### src/inc/pxb_pkg.sv
// Notes on behaviour
// - ports one, two, three, upper: per-bit direction
// - reset makes ports one to three inputs
// - muxed bus port direction is whole byte
// - expansion: muxed port carries address, then data
// - expansion: upper port outputs high address bits
// - latch strobe pulses while low address shown
// - read strobe low; bus released for data
// - write strobe low only with valid data
// - reset holds read and write strobes high
// - size pins sampled, then output two flags
// - third port lines individually become control lines
// - expansion reaches up to sixty-four kilobytes
// - size selects which upper lines carry address
package pxb_pkg;

  // ----------------------------------------------------------------
  // timing
  // ----------------------------------------------------------------
  localparam int CLK_MHZ    = 250;
  localparam int ALE_NS     = 8;   // least latch strobe width
  localparam int STB_NS     = 16;  // least read/write strobe width
  localparam int ALE_CYC    = (ALE_NS * CLK_MHZ + 999) / 1000;
  localparam int STB_CYC    = (STB_NS * CLK_MHZ + 999) / 1000;

  // ----------------------------------------------------------------
  // register offsets
  // ----------------------------------------------------------------
  localparam logic [7:0] OFF_OUT_BASE = 8'h00;  // outputs a,b,c,d,f at 00..04
  localparam logic [7:0] OFF_DIR_BASE = 8'h08;  // directions at 08..0c
  localparam logic [7:0] OFF_CTL_SEL  = 8'h0D;
  localparam logic [7:0] OFF_PIN_BASE = 8'h10;  // pin levels at 10..14
  localparam logic [7:0] OFF_SIZE     = 8'h18;
  localparam logic [7:0] OFF_STRAP    = 8'h19;
  localparam logic [7:0] OFF_ADDR_LO  = 8'h1A;
  localparam logic [7:0] OFF_ADDR_HI  = 8'h1B;
  localparam logic [7:0] OFF_WDATA    = 8'h1C;
  localparam logic [7:0] OFF_RDATA    = 8'h1D;
  localparam logic [7:0] OFF_CMD      = 8'h1E;
  localparam logic [7:0] OFF_STATUS   = 8'h1F;
  localparam int         NPORT        = 5;
  localparam int         PORT_D       = 3;
  localparam int         PORT_F       = 4;
  localparam int         PORT_C       = 2;

  // ----------------------------------------------------------------
  // field positions
  // ----------------------------------------------------------------
  localparam int CMD_START = 0;
  localparam int CMD_WRITE = 1;
  localparam int CMD_IO    = 2;
  localparam int CMD_FETCH = 3;
  localparam int STS_BUSY  = 0;
  localparam int STS_DONE  = 1;

  typedef enum logic [2:0] {
    SZ_NONE = 3'h0,
    SZ_256  = 3'h1,
    SZ_4K   = 3'h2,
    SZ_16K  = 3'h3,
    SZ_60K  = 3'h4
  } pxb_size_e;

  // gray along idle, latch, hold, strobe, recover
  typedef enum logic [2:0] {
    ST_IDLE  = 3'b000,
    ST_ALE   = 3'b001,
    ST_HOLD  = 3'b011,
    ST_STRB  = 3'b010,
    ST_RECOV = 3'b110
  } pxb_bus_e;

  // upper lines that carry address at each size
  function automatic logic [7:0] pxb_hi_mask(input pxb_size_e sz);
    case (sz)
      SZ_4K:   pxb_hi_mask = 8'h0F;
      SZ_16K:  pxb_hi_mask = 8'h3F;
      SZ_60K:  pxb_hi_mask = 8'hFF;
      default: pxb_hi_mask = 8'h00;
    endcase
  endfunction

  // size pins {1,0} caught after reset release
  function automatic pxb_size_e pxb_strap_size(input logic [1:0] p);
    case (p)
      2'b01:   pxb_strap_size = SZ_4K;
      2'b10:   pxb_strap_size = SZ_16K;
      2'b11:   pxb_strap_size = SZ_60K;
      default: pxb_strap_size = SZ_NONE;
    endcase
  endfunction

endpackage

### src/inc/pxb_port_if.sv
`timescale 1ns/1ps
`default_nettype none
// one port's pad control between core and pad mux
interface pxb_port_if #(parameter int W = 8);
  logic [W-1:0] out;
  logic [W-1:0] dir;
  logic [W-1:0] alt_en;
  logic [W-1:0] alt_o;
  logic [W-1:0] alt_oe;
  logic [W-1:0] pad_o;
  logic [W-1:0] pad_oe;
  modport mux  (input out, dir, alt_en, alt_o, alt_oe, output pad_o, pad_oe);
  modport core (output out, dir, alt_en, alt_o, alt_oe, input pad_o, pad_oe);
endinterface
`default_nettype wire

### src/hdl/pxb_sync.sv
`timescale 1ns/1ps
`default_nettype none
module pxb_sync #(
  parameter int W = 8
) (
  input  wire logic         clk,   // core clock
  input  wire logic         rst_n, // sync reset
  input  wire logic [W-1:0] d,     // asynchronous pin levels
  output logic      [W-1:0] q      // synchronised levels
);
  typedef struct packed {
    logic [W-1:0] s1;
    logic [W-1:0] s2;
  } pxb_sync_s;

  pxb_sync_s s_r;
  pxb_sync_s s_nxt;

  // first stage feeds only the second
  always_comb begin
    s_nxt.s1 = d;
    s_nxt.s2 = s_r.s1;
  end

  // no reset on purpose: the stages keep flushing while rst_n is low,
  // so the size pins are already settled at the first edge after release
  always_ff @(posedge clk) begin
    s_r <= s_nxt;
  end

  assign q = s_r.s2;
endmodule
`default_nettype wire

### src/hdl/pxb_pin_mux.sv
`timescale 1ns/1ps
`default_nettype none
module pxb_pin_mux (
  pxb_port_if.mux p  // one port's pad control
);
  // per line: alternate owner wins over port latch and direction
  always_comb begin
    p.pad_o  = (p.alt_en & p.alt_o)  | (~p.alt_en & p.out);
    p.pad_oe = (p.alt_en & p.alt_oe) | (~p.alt_en & p.dir);
  end
endmodule
`default_nettype wire

### src/hdl/pxb_top.sv
`timescale 1ns/1ps
`default_nettype none
module pxb_top
  import pxb_pkg::*;
(
  input  wire logic       clk,                    // 250 MHz core clock
  input  wire logic       rst_n,                  // sync reset, low
  input  wire logic [7:0] reg_addr,               // register index
  input  wire logic [7:0] reg_wdata,              // write data
  input  wire logic       reg_we,                 // write strobe
  input  wire logic       reg_re,                 // read strobe
  output logic      [7:0] reg_rdata,              // read data, next cycle
  input  wire logic [7:0] first_port_lines_i,     // pin levels
  output logic      [7:0] first_port_lines_o,     // pin drive
  output logic      [7:0] first_port_lines_oe,    // pin enable
  input  wire logic [7:0] second_port_lines_i,    // pin levels
  output logic      [7:0] second_port_lines_o,    // pin drive
  output logic      [7:0] second_port_lines_oe,   // pin enable
  input  wire logic [7:0] control_capable_port_lines_i,  // pin levels
  output logic      [7:0] control_capable_port_lines_o,  // pin drive
  output logic      [7:0] control_capable_port_lines_oe, // pin enable
  input  wire logic [7:0] muxed_bus_port_lines_i,  // pin levels
  output logic      [7:0] muxed_bus_port_lines_o,  // pin drive
  output logic      [7:0] muxed_bus_port_lines_oe, // pin enable
  input  wire logic [7:0] upper_address_port_lines_i,  // pin levels
  output logic      [7:0] upper_address_port_lines_o,  // pin drive
  output logic      [7:0] upper_address_port_lines_oe, // pin enable
  input  wire logic [7:0] ctl_alt_out,            // control function drive
  input  wire logic [7:0] ctl_alt_oe,             // control function enable
  output logic            addr_latch_strobe,      // address latch strobe
  output logic            read_strobe_n_o,        // read strobe, low
  output logic            read_strobe_n_oe,       // read strobe enable
  output logic            write_strobe_n_o,       // write strobe, low
  output logic            write_strobe_n_oe,      // write strobe enable
  input  wire logic       memory_size_select_0_i, // size pin 0 level
  output logic            memory_size_select_0_o, // io flag out
  output logic            memory_size_select_0_oe,// size pin 0 enable
  input  wire logic       memory_size_select_1_i, // size pin 1 level
  output logic            memory_size_select_1_o, // opcode_fetch_flag out
  output logic            memory_size_select_1_oe // size pin 1 enable
);

  // ----------------------------------------------------------------
  // state
  // ----------------------------------------------------------------
  typedef struct packed {
    logic [NPORT-1:0][7:0] pout;
    logic [NPORT-1:0][7:0] pdir;
    logic [7:0]            ctl_sel;
    pxb_size_e             size;
    logic                  strap_done;
    logic [1:0]            strap;
    logic [15:0]           eaddr;
    logic [7:0]            ewdata;
    logic [7:0]            erdata;
    logic                  ewrite;
    logic                  eio;
    logic                  efetch;
    logic                  busy;
    logic                  done;
    pxb_bus_e              bst;
    logic [2:0]            cnt;
    logic                  ale_e;
    logic                  rd_e;
    logic                  wr_e;
    logic [7:0]            d_o;
    logic                  d_oe;
    logic                  ale;
    logic                  rd_n;
    logic                  wr_n;
    logic                  strb_oe;
    logic [1:0]            mode_o;
    logic                  mode_oe;
    logic [NPORT-1:0][7:0] pad_o;
    logic [NPORT-1:0][7:0] pad_oe;
    logic [7:0]            rdata;
  } pxb_state_s;

  pxb_state_s            s_r;
  pxb_state_s            s_nxt;
  logic [41:0]           pins_s;
  logic [NPORT-1:0][7:0] pin_lv;
  logic [1:0]            mode_lv;
  logic [NPORT-1:0][7:0] alt_en;
  logic [NPORT-1:0][7:0] alt_o;
  logic [NPORT-1:0][7:0] alt_oe;
  logic [NPORT-1:0][7:0] pad_o_w;
  logic [NPORT-1:0][7:0] pad_oe_w;
  logic                  exp_on;
  logic [7:0]            hmask;

  // ----------------------------------------------------------------
  // pin inputs and pad muxes
  // ----------------------------------------------------------------
  // all pins come from outside, two flops before any use
  pxb_sync #(.W(42)) u_sync (
    .clk   (clk),
    .rst_n (rst_n),
    .d     ({memory_size_select_1_i, memory_size_select_0_i,
             upper_address_port_lines_i, muxed_bus_port_lines_i,
             control_capable_port_lines_i, second_port_lines_i,
             first_port_lines_i}),
    .q     (pins_s)
  );
  assign pin_lv  = pins_s[39:0];
  assign mode_lv = pins_s[41:40];
  assign exp_on  = (s_r.size != SZ_NONE);
  assign hmask   = pxb_hi_mask(s_r.size);

  // alternate owners: control functions, expansion bus
  always_comb begin
    alt_en = '0;
    alt_o  = '0;
    alt_oe = '0;
    alt_en[PORT_C] = s_r.ctl_sel;
    alt_o[PORT_C]  = ctl_alt_out;
    alt_oe[PORT_C] = ctl_alt_oe;
    alt_en[PORT_D] = exp_on ? 8'hFF : 8'h00;
    alt_o[PORT_D]  = s_r.d_o;
    alt_oe[PORT_D] = {8{s_r.d_oe}};
    alt_en[PORT_F] = exp_on ? hmask : 8'h00;
    alt_o[PORT_F]  = s_r.eaddr[15:8];
    alt_oe[PORT_F] = 8'hFF;
  end

  genvar gi;
  generate
    for (gi = 0; gi < NPORT; gi++) begin : g_port
      pxb_port_if #(.W(8)) pif ();
      assign pif.out    = s_r.pout[gi];
      assign pif.dir    = s_r.pdir[gi];
      assign pif.alt_en = alt_en[gi];
      assign pif.alt_o  = alt_o[gi];
      assign pif.alt_oe = alt_oe[gi];
      assign pad_o_w[gi]  = pif.pad_o;
      assign pad_oe_w[gi] = pif.pad_oe;
      pxb_pin_mux u_mux (
        .p (pif.mux)
      );
    end
  endgenerate

  // ----------------------------------------------------------------
  // next state: registers, strap, bus sequencer, pads
  // ----------------------------------------------------------------
  always_comb begin
    s_nxt = s_r;
    // register writes; bus address and data frozen while busy
    if (reg_we) begin
      if (reg_addr < OFF_OUT_BASE + 8'(NPORT)) begin
        s_nxt.pout[3'(reg_addr - OFF_OUT_BASE)] = reg_wdata;
      end else if (reg_addr >= OFF_DIR_BASE && reg_addr < OFF_DIR_BASE + 8'(NPORT)) begin
        if (reg_addr == OFF_DIR_BASE + 8'(PORT_D)) begin
          s_nxt.pdir[PORT_D] = {8{reg_wdata[0]}};
        end else begin
          s_nxt.pdir[3'(reg_addr - OFF_DIR_BASE)] = reg_wdata;
        end
      end else begin
        case (reg_addr)
          OFF_CTL_SEL: s_nxt.ctl_sel = reg_wdata;
          OFF_SIZE: begin
            if (!s_r.busy && reg_wdata[2:0] <= SZ_60K) begin
              s_nxt.size = pxb_size_e'(reg_wdata[2:0]);
            end
          end
          OFF_ADDR_LO: if (!s_r.busy) s_nxt.eaddr[7:0]  = reg_wdata;
          OFF_ADDR_HI: if (!s_r.busy) s_nxt.eaddr[15:8] = reg_wdata;
          OFF_WDATA:   if (!s_r.busy) s_nxt.ewdata      = reg_wdata;
          default: ;
        endcase
      end
    end
    // strap caught on the first clock after release
    if (!s_r.strap_done) begin
      s_nxt.strap_done = 1'b1;
      s_nxt.strap      = mode_lv;
      s_nxt.size       = pxb_strap_size(mode_lv);
    end
    // bus sequencer
    case (s_r.bst)
      ST_IDLE: begin
        if (reg_we && reg_addr == OFF_CMD && reg_wdata[CMD_START] && exp_on
            && s_r.strap_done) begin
          s_nxt.ewrite = reg_wdata[CMD_WRITE];
          s_nxt.eio    = reg_wdata[CMD_IO];
          s_nxt.efetch = reg_wdata[CMD_FETCH];
          s_nxt.busy   = 1'b1;
          s_nxt.bst    = ST_ALE;
          s_nxt.cnt    = 3'(ALE_CYC - 1);
          s_nxt.ale_e  = 1'b1;
          s_nxt.d_o    = s_r.eaddr[7:0];
          s_nxt.d_oe   = 1'b1;
        end
      end
      ST_ALE: begin
        if (s_r.cnt == 3'h0) begin
          s_nxt.ale_e = 1'b0;
          s_nxt.bst   = ST_HOLD;
        end else begin
          s_nxt.cnt = s_r.cnt - 3'h1;
        end
      end
      ST_HOLD: begin
        // address held one cycle past the latch strobe fall
        s_nxt.bst  = ST_STRB;
        s_nxt.cnt  = 3'(STB_CYC - 1);
        s_nxt.d_o  = s_r.ewdata;
        s_nxt.d_oe = s_r.ewrite;
        s_nxt.rd_e = !s_r.ewrite;
        s_nxt.wr_e = s_r.ewrite;
      end
      ST_STRB: begin
        if (s_r.cnt == 3'h0) begin
          s_nxt.rd_e = 1'b0;
          s_nxt.wr_e = 1'b0;
          s_nxt.bst  = ST_RECOV;
        end else begin
          s_nxt.cnt = s_r.cnt - 3'h1;
        end
      end
      ST_RECOV: begin
        // synced pins now show data from inside the strobe
        if (!s_r.ewrite) begin
          s_nxt.erdata = pin_lv[PORT_D];
        end
        s_nxt.d_oe = 1'b0;
        s_nxt.busy = 1'b0;
        s_nxt.bst  = ST_IDLE;
      end
      default: s_nxt.bst = ST_IDLE;
    endcase
    // done: the set wins over a clear in the same cycle
    if (reg_we && reg_addr == OFF_STATUS && reg_wdata[STS_DONE]) begin
      s_nxt.done = 1'b0;
    end
    if (s_r.bst == ST_RECOV) begin
      s_nxt.done = 1'b1;
    end
    // pin side, one flop behind the sequencer with the pads
    s_nxt.ale     = s_r.ale_e;
    s_nxt.rd_n    = !s_r.rd_e;
    s_nxt.wr_n    = !s_r.wr_e;
    s_nxt.strb_oe = exp_on;
    s_nxt.mode_o  = {s_r.efetch, s_r.eio};
    s_nxt.mode_oe = s_r.strap_done;
    s_nxt.pad_o   = pad_o_w;
    s_nxt.pad_oe  = pad_oe_w;
    // read data only in the cycle after the read strobe
    s_nxt.rdata = 8'h00;
    if (reg_re) begin
      if (reg_addr < OFF_OUT_BASE + 8'(NPORT)) begin
        s_nxt.rdata = s_r.pout[3'(reg_addr - OFF_OUT_BASE)];
      end else if (reg_addr >= OFF_DIR_BASE && reg_addr < OFF_DIR_BASE + 8'(NPORT)) begin
        s_nxt.rdata = s_r.pdir[3'(reg_addr - OFF_DIR_BASE)];
      end else if (reg_addr >= OFF_PIN_BASE && reg_addr < OFF_PIN_BASE + 8'(NPORT)) begin
        s_nxt.rdata = pin_lv[3'(reg_addr - OFF_PIN_BASE)];
      end else begin
        case (reg_addr)
          OFF_CTL_SEL: s_nxt.rdata = s_r.ctl_sel;
          OFF_SIZE:    s_nxt.rdata = {5'h00, s_r.size};
          OFF_STRAP:   s_nxt.rdata = {6'h00, s_r.strap};
          OFF_ADDR_LO: s_nxt.rdata = s_r.eaddr[7:0];
          OFF_ADDR_HI: s_nxt.rdata = s_r.eaddr[15:8];
          OFF_WDATA:   s_nxt.rdata = s_r.ewdata;
          OFF_RDATA:   s_nxt.rdata = s_r.erdata;
          OFF_CMD:     s_nxt.rdata = {4'h0, s_r.efetch, s_r.eio, s_r.ewrite, 1'b0};
          OFF_STATUS:  s_nxt.rdata = {6'h00, s_r.done, s_r.busy};
          default:     s_nxt.rdata = 8'h00;
        endcase
      end
    end
  end

  // reset: all lines input, strobes driven high
  always_ff @(posedge clk) begin
    if (!rst_n) begin
      s_r         <= '0;
      s_r.rd_n    <= 1'b1;
      s_r.wr_n    <= 1'b1;
      s_r.strb_oe <= 1'b1;
    end else begin
      s_r <= s_nxt;
    end
  end

  // ----------------------------------------------------------------
  // outputs
  // ----------------------------------------------------------------
  assign reg_rdata                     = s_r.rdata;
  assign first_port_lines_o            = s_r.pad_o[0];
  assign first_port_lines_oe           = s_r.pad_oe[0];
  assign second_port_lines_o           = s_r.pad_o[1];
  assign second_port_lines_oe          = s_r.pad_oe[1];
  assign control_capable_port_lines_o  = s_r.pad_o[PORT_C];
  assign control_capable_port_lines_oe = s_r.pad_oe[PORT_C];
  assign muxed_bus_port_lines_o        = s_r.pad_o[PORT_D];
  assign muxed_bus_port_lines_oe       = s_r.pad_oe[PORT_D];
  assign upper_address_port_lines_o    = s_r.pad_o[PORT_F];
  assign upper_address_port_lines_oe   = s_r.pad_oe[PORT_F];
  assign addr_latch_strobe             = s_r.ale;
  assign read_strobe_n_o               = s_r.rd_n;
  assign read_strobe_n_oe              = s_r.strb_oe;
  assign write_strobe_n_o              = s_r.wr_n;
  assign write_strobe_n_oe             = s_r.strb_oe;
  assign memory_size_select_0_o        = s_r.mode_o[0];
  assign memory_size_select_0_oe       = s_r.mode_oe;
  assign memory_size_select_1_o        = s_r.mode_o[1];
  assign memory_size_select_1_oe       = s_r.mode_oe;
endmodule
`default_nettype wire

### config.mk
export PLATFORM = sky130hd
export DESIGN_NAME = pxb_top
export DESIGN_NICKNAME = d
export VERILOG_FILES = /design/src/inc/pxb_pkg.sv /design/src/inc/pxb_port_if.sv /design/src/hdl/pxb_sync.sv /design/src/hdl/pxb_pin_mux.sv /design/src/hdl/pxb_top.sv
export SDC_FILE = /design/constraint.sdc
export NUM_CORES = 1
export LEC_CHECK = 0
export BUFFER_PORTS_ARGS = -buffer_cell sky130_fd_sc_hd__buf_4
export CORE_UTILIZATION = 55
export CTS_BUF_LIST = sky130_fd_sc_hd__clkbuf_16
export CTS_CLUSTER_SIZE = 14
export DETAILED_ROUTE_END_ITERATION = 6
export HOLD_SLACK_MARGIN = 0.12
export PLACE_DENSITY = 0.77
export REMOVE_ABC_BUFFERS = 1
export SLEW_MARGIN = 20
export SYNTH_ARGS = -nofsm -noshare
export SYNTH_HDL_FRONTEND = slang
export SYNTH_SLANG_ARGS = --single-unit
### constraint.sdc
create_clock -name clk -period 3.8 [get_ports clk]
set_clock_uncertainty 0.05 [all_clocks]
set_input_delay 0.57 -clock clk [delete_from_list [all_inputs] [get_ports clk]]
set_output_delay 0.57 -clock clk [all_outputs]
set_load 0.05 [all_outputs]
==> results of run 1 <==
cell families (layout without fill, tap and decap cells):
group	after synthesis	count (layout)	synth area share, %
AND/OR/NAND/NOR	402	402	15.13
flip-flops	328	328	52.63
AO/OA/AOI/OAI	207	207	9.698
buffers and inverters	183	297	8.294
multiplexers	152	152	13.77
adder cells (fa/ha/maj)	4	4	0.4012
XOR/XNOR	1	1	0.07022
area by class of cell:
class                           instances  area (sq um)
Inverter                               10         40.04
Multi-Input combinational cell        766          4881
Fill cell                            1739          7382
Sequential cell                       328          6566
Tap cell                              280         350.3
Clock inverter                         23         163.9
Clock buffer                           31         775.7
Timing Repair Buffer                  233          1867
worst min-delay path by stage:
stage	startpoint	end	slack, ps
finish	ctl_alt_out[0]	control_capable_port_lines_o[0]$_SDFF_PN0_	190
global route	ctl_alt_oe[1]	control_capable_port_lines_oe[1]$_SDFF_PN0_	210
CTS	ctl_alt_out[0]	control_capable_port_lines_o[0]$_SDFF_PN0_	190
detailed placement	u_sync.s_nxt[20]$_DFF_P_	u_sync.q[20]$_DFF_P_	260
global placement	u_sync.s_nxt[36]$_DFF_P_	u_sync.q[36]$_DFF_P_	260
floorplan	u_sync.s_nxt[0]$_DFF_P_	u_sync.q[0]$_DFF_P_	260
routing by layer:
layer / track usage [%] / up-vias / routed length (um)
li1: - / 4470 / -
met1: 38.77 / 4524 / 13520
met2: 45.81 / 534 / 15290
met3: 5.119 / 86 / 3534
met4: 10.44 / 0 / 1108
met5: 0 / - / 0
per-stage QoR:
stage | utilization, % | hold slack, ps | setup slack, ps | cells
2_1_floorplan | - | 259.6 | 1048 | 1104
3_3_place_gp | 60.31 | 262.4 | 818.9 | 1575
3_5_place_dp | 60.31 | 262.1 | 779.8 | 1575
4_1_cts | 66.48 | 191.5 | 1330 | 1671
5_1_grt | 66.48 | 209.0 | 1172 | 1671
6_report | 66.48 | 193.9 | 1304 | 1671
synthesized netlist by cell type (8+ instances only):
cell,n,area [sq um]
nor2_1,144,540.5
clkbuf_1,71,266.5
a21oi_1,91,455.4
inv_1,9,33.78
buf_4,90,675.7
dfxtp_1,328,6566
mux4_2,14,315.3
nand2_1,120,450.4
a22oi_1,8,60.06
buf_2,8,40.04
o22ai_1,20,125.1
mux2_2,17,191.4
nand4_1,8,50.05
o21ai_0,46,230.2
nor2b_1,11,68.82
and2_1,41,256.5
mux2i_1,121,1211
nand3_1,42,210.2
worst min-delay path: stages:
cell	delay [ps]
buf_4	80
mux2i_1	50
nor2_1	70
registers in the layout, summed over array words and instances, names as in the netlist, 4 cells and up:
signal                         flops
alt_o                              8
control_capable_port_lines_o       8
control_capable_port_lines_oe      8
first_port_lines_o                 8
first_port_lines_oe                8
g_port.pif.alt_en                  8
g_port.pif.alt_o                   8
g_port.pif.dir                    40
g_port.pif.out                    40
muxed_bus_port_lines_o             8
muxed_bus_port_lines_oe            8
reg_rdata                          8
s_nxt                              4
s_r                               40
second_port_lines_o                8
second_port_lines_oe               8
u_sync.q                          42
u_sync.s_nxt                      42
upper_address_port_lines_o         8
upper_address_port_lines_oe        8
power groups by stage:
stage                     clock [W]  sequential [W]  combinational [W]
after floorplan                   0         0.00362           0.000127
after global placement            0         0.00360           0.000369
after detailed placement          0         0.00360           0.000373
after CTS                   0.00292         0.00352           0.000410
after global routing        0.00308         0.00353           0.000442
final                       0.00289         0.00352           0.000421
==> results.tsv, run 1 <==
stage	metric	value	unit
status	status	finished, violations left	
status	violations	DRC	
floorplanning	ios	175	
synth	synth_cell_types	55	
pwr	p_switching	0.001578	W
worst_setup_path	arrival	2870	ps
clock_network	clkLatencyLatePin	560	ps
worst_setup_path	path_cells	buf_4 -> nand2_1 -> nor4_4 -> mux2i_1 -> nor2_1	
synth	synth-seq-area-share	52.63	%
sta	rsz0062_at_grt	false	
clock_network	cts.htree.levels	1	
detailed_routing	dr.pass1.iters	7	
worst_setup_path	startpoint	reg_addr[0]	
clock_network	cts_sinks	328	
pwr	p_clk_share	42.3	%
detailed_routing	via_per_inst	5.753	
detailed_routing	final_antenna_net_count	0	
placed_design	port_buffers	174	
worst_setup_path	worstPathRequired	4170	ps
run	maxCapViolations	0	
worst_setup_path	critical_path_buf_inv_count	1	
worst_setup_path	ff2ff_path_depth	5	
floorplanning	dieArea	23290	sq um
worst_setup_path	rr_startpoint	s_r[155]$_SDFFE_PN0P_	
synth	async_reset_ff_share	0	%
pwr	power_switching_share	23.06	%
pwr	p_int	0.005263	W
finish	drive_gt1_share	19.99	%
sta	fmax	400.7	MHz
clock_network	hold_buffers	42	
synth	syn_area	12480	sq um
global_routing	grt_pass1_wl	52.30	mm
floorplanning	initial_core_util	56.64	%
global_routing	grt_max_degree	94	
pwr	sequentialPowerShare	51.5	%
sta	finalSetupViolations	0	
detailed_routing	drc_errors	12	
sta	hold_violations	0	
pwr	pwr-share-comb	6.2	%
global_routing	grt_overflow_total	0	
worst_setup_path	reg2reg_to	g_port[3].pif.alt_o[3]$_SDFFE_PN0P_	
detailed_routing	wl	33.46	mm
detailed_routing	dr_total_vias	9614	
worst_setup_path	cp-end-kind	flip-flop	
placed_design	globalplace.congestion	0.9378	
finish	final_nets	1452	
clock_network	numCtsBuffers	31	
pwr	ir_drop	336.9	uV
finish	layout_commonest_cell	dfxtp_1	
sta	finalSetupTns	0	ps
clock_network	cts_resized	0	
worst_setup_path	startpoint_type	input pin	
synth	syn_inst	1277	
pwr	power_density	467.1	nW/um^2
clock_network	post-cts-setup-buffer-count	0	
detailed_routing	wire_per_inst	20.02	um
synth	synth_ff_type	dfxtp_1	
worst_hold_path	hold_class	input pin to flip-flop	
clock_network	clk_pin_slew	60	ps
synth	avgSynthCellArea	9.770	sq um
floorplanning	die_y	152.6	um
global_routing	grt_pass1_vias	9316	
placed_design	dp_hpwl	22.00	mm
finish	final_cell_mix	dfxtp_1 (328), buf_4 (190), nor2_1 (144), mux2i_1 (121), nand2_1 (120)	
global_routing	antenna_found_initial	0	
sta	layout_min_cycle_time	2496	ps
placed_design	post_dp_cell_area	13280	sq um
clock_network	clock_path_buffers	3	
worst_setup_path	r2r_slack	1520	ps
clock_network	cts_root_buffer	clkbuf_16	
worst_setup_path	endpoint	alt_o[34]$_SDFFE_PN0P_	
floorplanning	row_count	54	
worst_setup_path	critPathKind	input pin to flip-flop	
global_routing	gr-usage-all-layers	28.62	%
clock_network	cts_tree	built	
detailed_routing	drt_first_iter_violations	1005	
pwr	leakage	6.245	nW
worst_setup_path	crit_path_top_delay_cell	buf_4	
worst_setup_path	max_stage_delay	710	ps
sta	tightest_slew	979.1	ps
floorplanning	core	22030	sq um
worst_setup_path	cp_top_family	simple AND/OR/NAND/NOR gates	
sta	slew_viol_final	0	
finish	area_growth	17.38	%
worst_hold_path	min_path_cells	3	
floorplanning	die_width	152.6	um
worst_setup_path	cp_max_fo	60	
worst_setup_path	cp.depth	5	
finish	diodes	0	
pwr	totalPowerFinal	0.006841	W
synth	synth_edf_count	0	
sta	period_share	65.67	%
sta	relSlewSlack	34.73	%
finish	final_area	14640	sq um
synth	ys.warnings.count	0	
synth	ys_ff_latch	328	
Power figures use the tool's default switching activity.
==> inputs of run 2 (changes only) <==
==> constraint.sdc (replaced) <==
create_clock -name clk -period 2.62 [get_ports clk]
set_clock_uncertainty 0.05 [all_clocks]
set_input_delay 0.393 -clock clk [delete_from_list [all_inputs] [get_ports clk]]
set_output_delay 0.393 -clock clk [all_outputs]
set_load 0.05 [all_outputs]
==> results.tsv, run 2 (synthesized netlist as in run 1, its figures left out) <==
stage	metric	value	unit	change
clock_network	post-cts-setup-buffer-count	0		unchanged
floorplanning	die_y	152.6	um	unchanged
status	status	finished, violations left		
floorplanning	row_count	54		unchanged
worst_setup_path	cp-end-kind	flip-flop		
global_routing	grt_pass1_wl	52.47	mm	+0.33%
clock_network	cts_root_buffer	clkbuf_16		
floorplanning	core	22030	sq um	unchanged
floorplanning	ios	175		unchanged
pwr	power_density	697.5	nW/um^2	+49%
sta	fmax	507.8	MHz	
placed_design	place_ws	328.8	ps	-451.0 ps
clock_network	numCtsBuffers	34		+9.7%
worst_setup_path	arrival	2340	ps	-530 ps
worst_setup_path	worstPathRequired	2990	ps	-1180 ps
sta	slew_viol_final	0		unchanged
finish	layout_commonest_cell	dfxtp_1		
worst_setup_path	path_cells	or3_1 -> or4_1 -> buf_4 -> mux2i_1 -> o21ai_0		
global_routing	grt_overflow_total	0		unchanged
clock_network	clock_path_buffers	3		unchanged
worst_setup_path	r2r_slack	650	ps	-870 ps
sta	finalSetupTns	0	ps	unchanged
global_routing	grt_max_degree	59		-37%
run	maxCapViolations	0		unchanged
detailed_routing	via_per_inst	5.645		-1.9%
finish	final_nets	1495		+3.0%
finish	drive_gt1_share	21.81	%	+1.8 points
placed_design	placed_cells	1603		+1.8%
placed_design	dp_hpwl	22.91	mm	+4.1%
clock_network	cts_sinks	328		unchanged
floorplanning	dieArea	23290	sq um	unchanged
sta	finalSetupViolations	0		unchanged
sta	setup_slack	650.8	ps	-653.6 ps
sta	hold_violations	0		unchanged
clock_network	cts_tree	built		
pwr	leakage	6.504	nW	+4.1%
worst_setup_path	crit_path_top_delay_cell	or4_1		
finish	fin_cells	1715		+2.6%
worst_setup_path	cp_max_fo	11		-82%
worst_hold_path	hold_class	input pin to flip-flop		
detailed_routing	dr_total_vias	9681		+0.70%
worst_setup_path	cp_top_family	simple AND/OR/NAND/NOR gates		
placed_design	port_buffers	174		unchanged
clock_network	cts.htree.levels	2		+1
pwr	ir_drop	524.6	uV	+56%
sta	rsz0062_at_grt	false		
detailed_routing	drt_first_iter_violations	1022		+1.7%
placed_design	globalplace.congestion	0.9540		+1.7%
worst_setup_path	critical_path_buf_inv_count	1		unchanged
finish	diodes	0		unchanged
global_routing	antenna_found_initial	0		unchanged
detailed_routing	wl	34.11	mm	+1.9%
finish	final_cell_mix	dfxtp_1 (328), buf_4 (217), nor2_1 (144), mux2i_1 (121), nand2_1 (120)		
detailed_routing	drc_errors	16		+4
floorplanning	initial_core_util	56.64	%	unchanged
status	violations	DRC		
sta	tightest_slew	556.6	ps	-422.6 ps
sta	layout_min_cycle_time	1969	ps	
detailed_routing	final_antenna_net_count	0		unchanged
clock_network	clk_pin_slew	60	ps	about the same
global_routing	grt_pass1_vias	9500		+2.0%
worst_setup_path	critPathKind	flip-flop to flip-flop		
detailed_routing	wire_per_inst	19.89	um	-0.67%
floorplanning	die_width	152.6	um	unchanged
detailed_routing	dr.pass1.iters	7		unchanged
worst_setup_path	startpoint_type	flip-flop		
sta	relSlewSlack	62.76	%	+28 points
worst_setup_path	max_stage_delay	510	ps	-200 ps
sta	period_share	75.16	%	
clock_network	clkLatencyLatePin	510	ps	-50 ps
global_routing	gr-usage-all-layers	28.91	%	+0.29 points
finish	area_growth	21.51	%	
run 2: cell count changes in the layout (fill, tap and decap cells not counted), sizes merged:
cell	delta
buf	+28
bufinv	+1
clkbuf	+6
clkinv	-1
dlygate4sd3	+12
inv	-2
run 2: report_power, final:
part | total [W] | switching (W) | leakage, nW | internal, W
combinational | 0.000643 | 0.000387 | 3.29 | 0.000256
clock | 0.00482 | 0.00197 | 0.541 | 0.00284
sequential | 0.00511 | 0.0000391 | 2.68 | 0.00507
run 2: cell type report:
| class | count | area (sq um) |
|---|---|---|
| fillers | 1660 | 6867 |
| repair buffers | 273 | 2210 |
| inverters | 10 | 40.04 |
| clock buffers | 37 | 925.9 |
| multi-input cells | 766 | 4881 |
| clock inverters | 21 | 186.4 |
| flip-flops and latches | 328 | 6566 |
| well taps | 280 | 350.3 |
run 2: layer usage:
| layer | global-route usage, % | routed length (um) | vias up |
|---|---|---|---|
| met1 | 37.99 | 13990 | 4517 |
| met2 | 46.61 | 15630 | 527 |
| met5 | 0 | 0 | - |
| met3 | 5.006 | 3177 | 90 |
| li1 | - | - | 4547 |
| met4 | 13.08 | 1316 | 0 |
run 2: worst reg2reg max path, stage by stage, from the launching register on:
cell and delay, ps:
dfxtp_1 410, or3_1 400, or4_1 510, buf_4 210, mux2i_1 120, o21ai_0 170
run 2: timing repair:
action | CTS | global route
hold buffers | 54 | 0
hold endpoints to repair | 54 | 0
gates resized for setup | 0 | 0
run 2: final timing paths:
path | startpoint | endpoint | depth (start not counted)
max | s_r[110]$_SDFFE_PN0P_ | g_port[3].pif.alt_o[0]$_SDFFE_PN0P_ | 5
min | ctl_alt_out[2] | control_capable_port_lines_o[2]$_SDFF_PN0_ | 3
max reg2reg | s_r[110]$_SDFFE_PN0P_ | g_port[3].pif.alt_o[0]$_SDFFE_PN0P_ | 5
min reg2reg | u_sync.s_nxt[41]$_DFF_P_ | u_sync.q[41]$_DFF_P_ | 0
run 2: through the flow:
step | total power, W | util, % | instance area, sq um | hold WS [ps]
after detailed placement | 0.005783 | 61.32 | 13510 | 262.1
after global routing | 0.01087 | 68.83 | 15160 | 148.9
after CTS | 0.01059 | 68.83 | 15160 | 124.9
final | 0.01057 | 68.83 | 15160 | 149.0
after floorplan | 0.005436 | - | 11480 | 259.6
after global placement | 0.005776 | 61.32 | 13510 | 260.6
==> inputs of run 3 (changes only) <==
==> constraint.sdc (replaced) <==
create_clock -name clk -period 1.91 [get_ports clk]
set_clock_uncertainty 0.05 [all_clocks]
set_input_delay 0.2865 -clock clk [delete_from_list [all_inputs] [get_ports clk]]
set_output_delay 0.2865 -clock clk [all_outputs]
set_load 0.05 [all_outputs]
==> results.tsv, run 3 (synthesized netlist as in run 1, its figures left out) <==
stage	metric	value	unit	change
status	status	finished, violations left		
status	violations	DRC		
pwr	leakage	6.925	nW	+6.5%
sta	fmax	534.6	MHz	+5.3%
global_routing	grt_pass1_wl	55.57	mm	+5.9%
sta	rsz0062_at_grt	false		
worst_hold_path	min_path_cells	0		-3
worst_setup_path	startpoint_type	flip-flop		
pwr	ir_drop	1042	uV	+99%
global_routing	antenna_found_initial	0		unchanged
placed_design	globalplace.congestion	0.9181		-3.8%
worst_setup_path	critPathKind	flip-flop to flip-flop		
finish	drive_gt1_share	24.95	%	+3.1 points
sta	relSlewSlack	67.88	%	+5.1 points
worst_setup_path	path_cells	or3_1 -> or4_1 -> buf_4 -> mux2i_1 -> o21ai_0		
sta	tightest_slew	481.9	ps	-74.69 ps
finish	multi_input_area	4893	sq um	+0.26%
global_routing	grt_pass1_vias	9909		+4.3%
finish	diodes	0		unchanged
pwr	sequentialPowerShare	47.9	%	-0.5 points
finish	area_growth	27.17	%	
floorplanning	initial_core_util	56.64	%	unchanged
clock_network	clkLatencyLatePin	520	ps	about the same
clock_network	clock_path_buffers	3		unchanged
worst_setup_path	critical_path_buf_inv_count	1		unchanged
sta	period_share	97.94	%	+23 points
worst_hold_path	hold_end	u_sync.q[32]$_DFF_P_		
pwr	p_clk_share	45.0	%	-0.6 points
floorplanning	row_count	54		unchanged
detailed_routing	via_per_inst	5.591		-0.96%
global_routing	grt_max_degree	68		+15%
finish	final_nets	1573		+5.2%
worst_hold_path	hold_class	flip-flop to flip-flop		
worst_setup_path	worstPathRequired	2240	ps	-750 ps
clock_network	post-cts-setup-buffer-count	0		unchanged
sta	slew_viol_final	0		unchanged
detailed_routing	wl	35.96	mm	+5.4%
finish	seq_area	6566	sq um	unchanged
floorplanning	core	22030	sq um	unchanged
clock_network	cts.htree.levels	2		unchanged
detailed_routing	dr.pass1.iters	7		unchanged
placed_design	dp_hpwl	24.70	mm	+7.8%
pwr	p_int	0.01129	W	+38%
sta	hold_violations	0		unchanged
detailed_routing	wire_per_inst	20.03	um	+0.73%
floorplanning	die_width	152.6	um	unchanged
clock_network	numCtsBuffers	34		unchanged
worst_setup_path	cp-end-kind	flip-flop		
worst_setup_path	rr_startpoint	s_r[110]$_SDFFE_PN0P_		
finish	final_cell_mix	dfxtp_1 (328), buf_4 (275), nor2_1 (144), mux2i_1 (121), nand2_1 (120)		
pwr	power_density	921.4	nW/um^2	+32%
sta	finalSetupTns	0	ps	unchanged
worst_setup_path	max_stage_delay	470	ps	-40 ps
floorplanning	dieArea	23290	sq um	unchanged
detailed_routing	drc_errors	7		-9
placed_design	place_ws	-239.7	ps	-568.5 ps
worst_setup_path	cp_top_family	simple AND/OR/NAND/NOR gates		
clock_network	cts_sinks	328		unchanged
floorplanning	die_y	152.6	um	unchanged
clock_network	clk_pin_slew	60	ps	about the same
sta	finalSetupViolations	0		unchanged
run	maxCapViolations	0		unchanged
pwr	power_switching_share	22.76	%	+0.081 points
pwr	pwr-share-comb	7.1	%	+1.0 points
finish	layout_commonest_cell	dfxtp_1		
detailed_routing	dr_total_vias	10040		+3.7%
worst_setup_path	crit_path_top_delay_cell	or4_1		
sta	setup_slack	39.42	ps	-611.4 ps
floorplanning	ios	175		unchanged
pwr	p_switching	0.003327	W	+39%
worst_setup_path	cp.depth	5		unchanged
global_routing	grt_overflow_total	0		unchanged
sta	whs	272.2	ps	+123.2 ps
global_routing	gr-usage-all-layers	30.92	%	+2.0 points
worst_setup_path	arrival	2200	ps	-140 ps
worst_hold_path	min_from	u_sync.s_nxt[32]$_DFF_P_		
worst_setup_path	reg2reg_to	g_port[3].pif.alt_o[6]$_SDFFE_PN0P_		
worst_setup_path	r2r_slack	40	ps	-610 ps
detailed_routing	final_antenna_net_count	0		unchanged
detailed_routing	drt_first_iter_violations	929		-9.1%
worst_setup_path	cp_max_fo	12		+1
placed_design	port_buffers	174		unchanged
clock_network	cts_tree	built		
sta	layout_min_cycle_time	1871	ps	-98.62 ps
clock_network	cts_root_buffer	clkbuf_16		
worst_setup_path	ff2ff_path_depth	5		unchanged
finish	nFillCells	1573		-5.2%
==> run 3: cell types whose count changed in the layout (fill, tap and decap cells not counted), sizes merged <==
| cell | change |
|---|---|
| bufinv | +1 |
| inv | +3 |
| clkinv | +3 |
| clkbuf | -2 |
| buf | +65 |
| clkinvlp | -3 |
| dlygate4sd3 | +13 |
==> run 3: power by group through the flow <==
stage / Combinational [W] / Sequential, W / Clock (W)
6_report: 0.00104 / 0.00701 / 0.00658
3_3_place_gp: 0.000881 / 0.00715 / 0
5_1_grt: 0.00109 / 0.00701 / 0.00693
4_1_cts: 0.00100 / 0.00700 / 0.00660
2_1_floorplan: 0.000252 / 0.00720 / 0
3_5_place_dp: 0.000889 / 0.00715 / 0
==> run 3: routing by layer <==
metal  vias up  track usage, %  wire length (um)
met5         -               0                 0
li1       4710               -                 -
met1      4731           38.93             14440
met3        85           6.086              3144
met2       509           52.23             17200
met4         0           12.07              1180
==> run 3: area by class of cell <==
type / count / area share (%)
timing repair buffer: 351 / 18.38
clock buffer: 35 / 5.521
tap: 280 / 2.208
clock inverter: 25 / 1.412
sequential: 328 / 41.39
multi-input combinational: 766 / 30.84
inverter: 10 / 0.2524
==> run 3: worst max path at each step <==
| stage | from | endpoint | slack [ps] |
|---|---|---|---|
| final | s_r[110]$_SDFFE_PN0P_ | g_port[3].pif.alt_o[6]$_SDFFE_PN0P_ | 40 |
| after global routing | s_r[110]$_SDFFE_PN0P_ | g_port[3].pif.alt_o[6]$_SDFFE_PN0P_ | 20 |
| after CTS | s_r[153]$_SDFFE_PN0P_ | s_r[109]$_SDFFE_PN0P_ | 10 |
| after detailed placement | reg_addr[0] | reg_rdata[1]$_SDFF_PN0_ | -240 |
| after global placement | reg_addr[6] | reg_rdata[1]$_SDFF_PN0_ | -280 |
| after floorplan | reg_addr[2] | g_port[0].pif.dir[0]$_SDFFE_PN0P_ | -560 |
==> run 3: timing repair <==
action                                  4_1_cts  5_1_grt
hold buffers                                 67        0
endpoints found under the hold margin       111        0
endpoints found under the setup margin        0        2
gates resized for setup                       0        2
==> run 3: stage by stage <==
stage	utilization, %	instances	power (W)	area (sq um)
4_1_cts	71.97	1795	0.01461	15850
3_3_place_gp	63.93	1668	0.008031	14080
5_1_grt	72.03	1795	0.01502	15870
2_1_floorplan	-	1104	0.007457	11480
6_report	72.03	1795	0.01462	15870
3_5_place_dp	63.93	1668	0.008043	14080
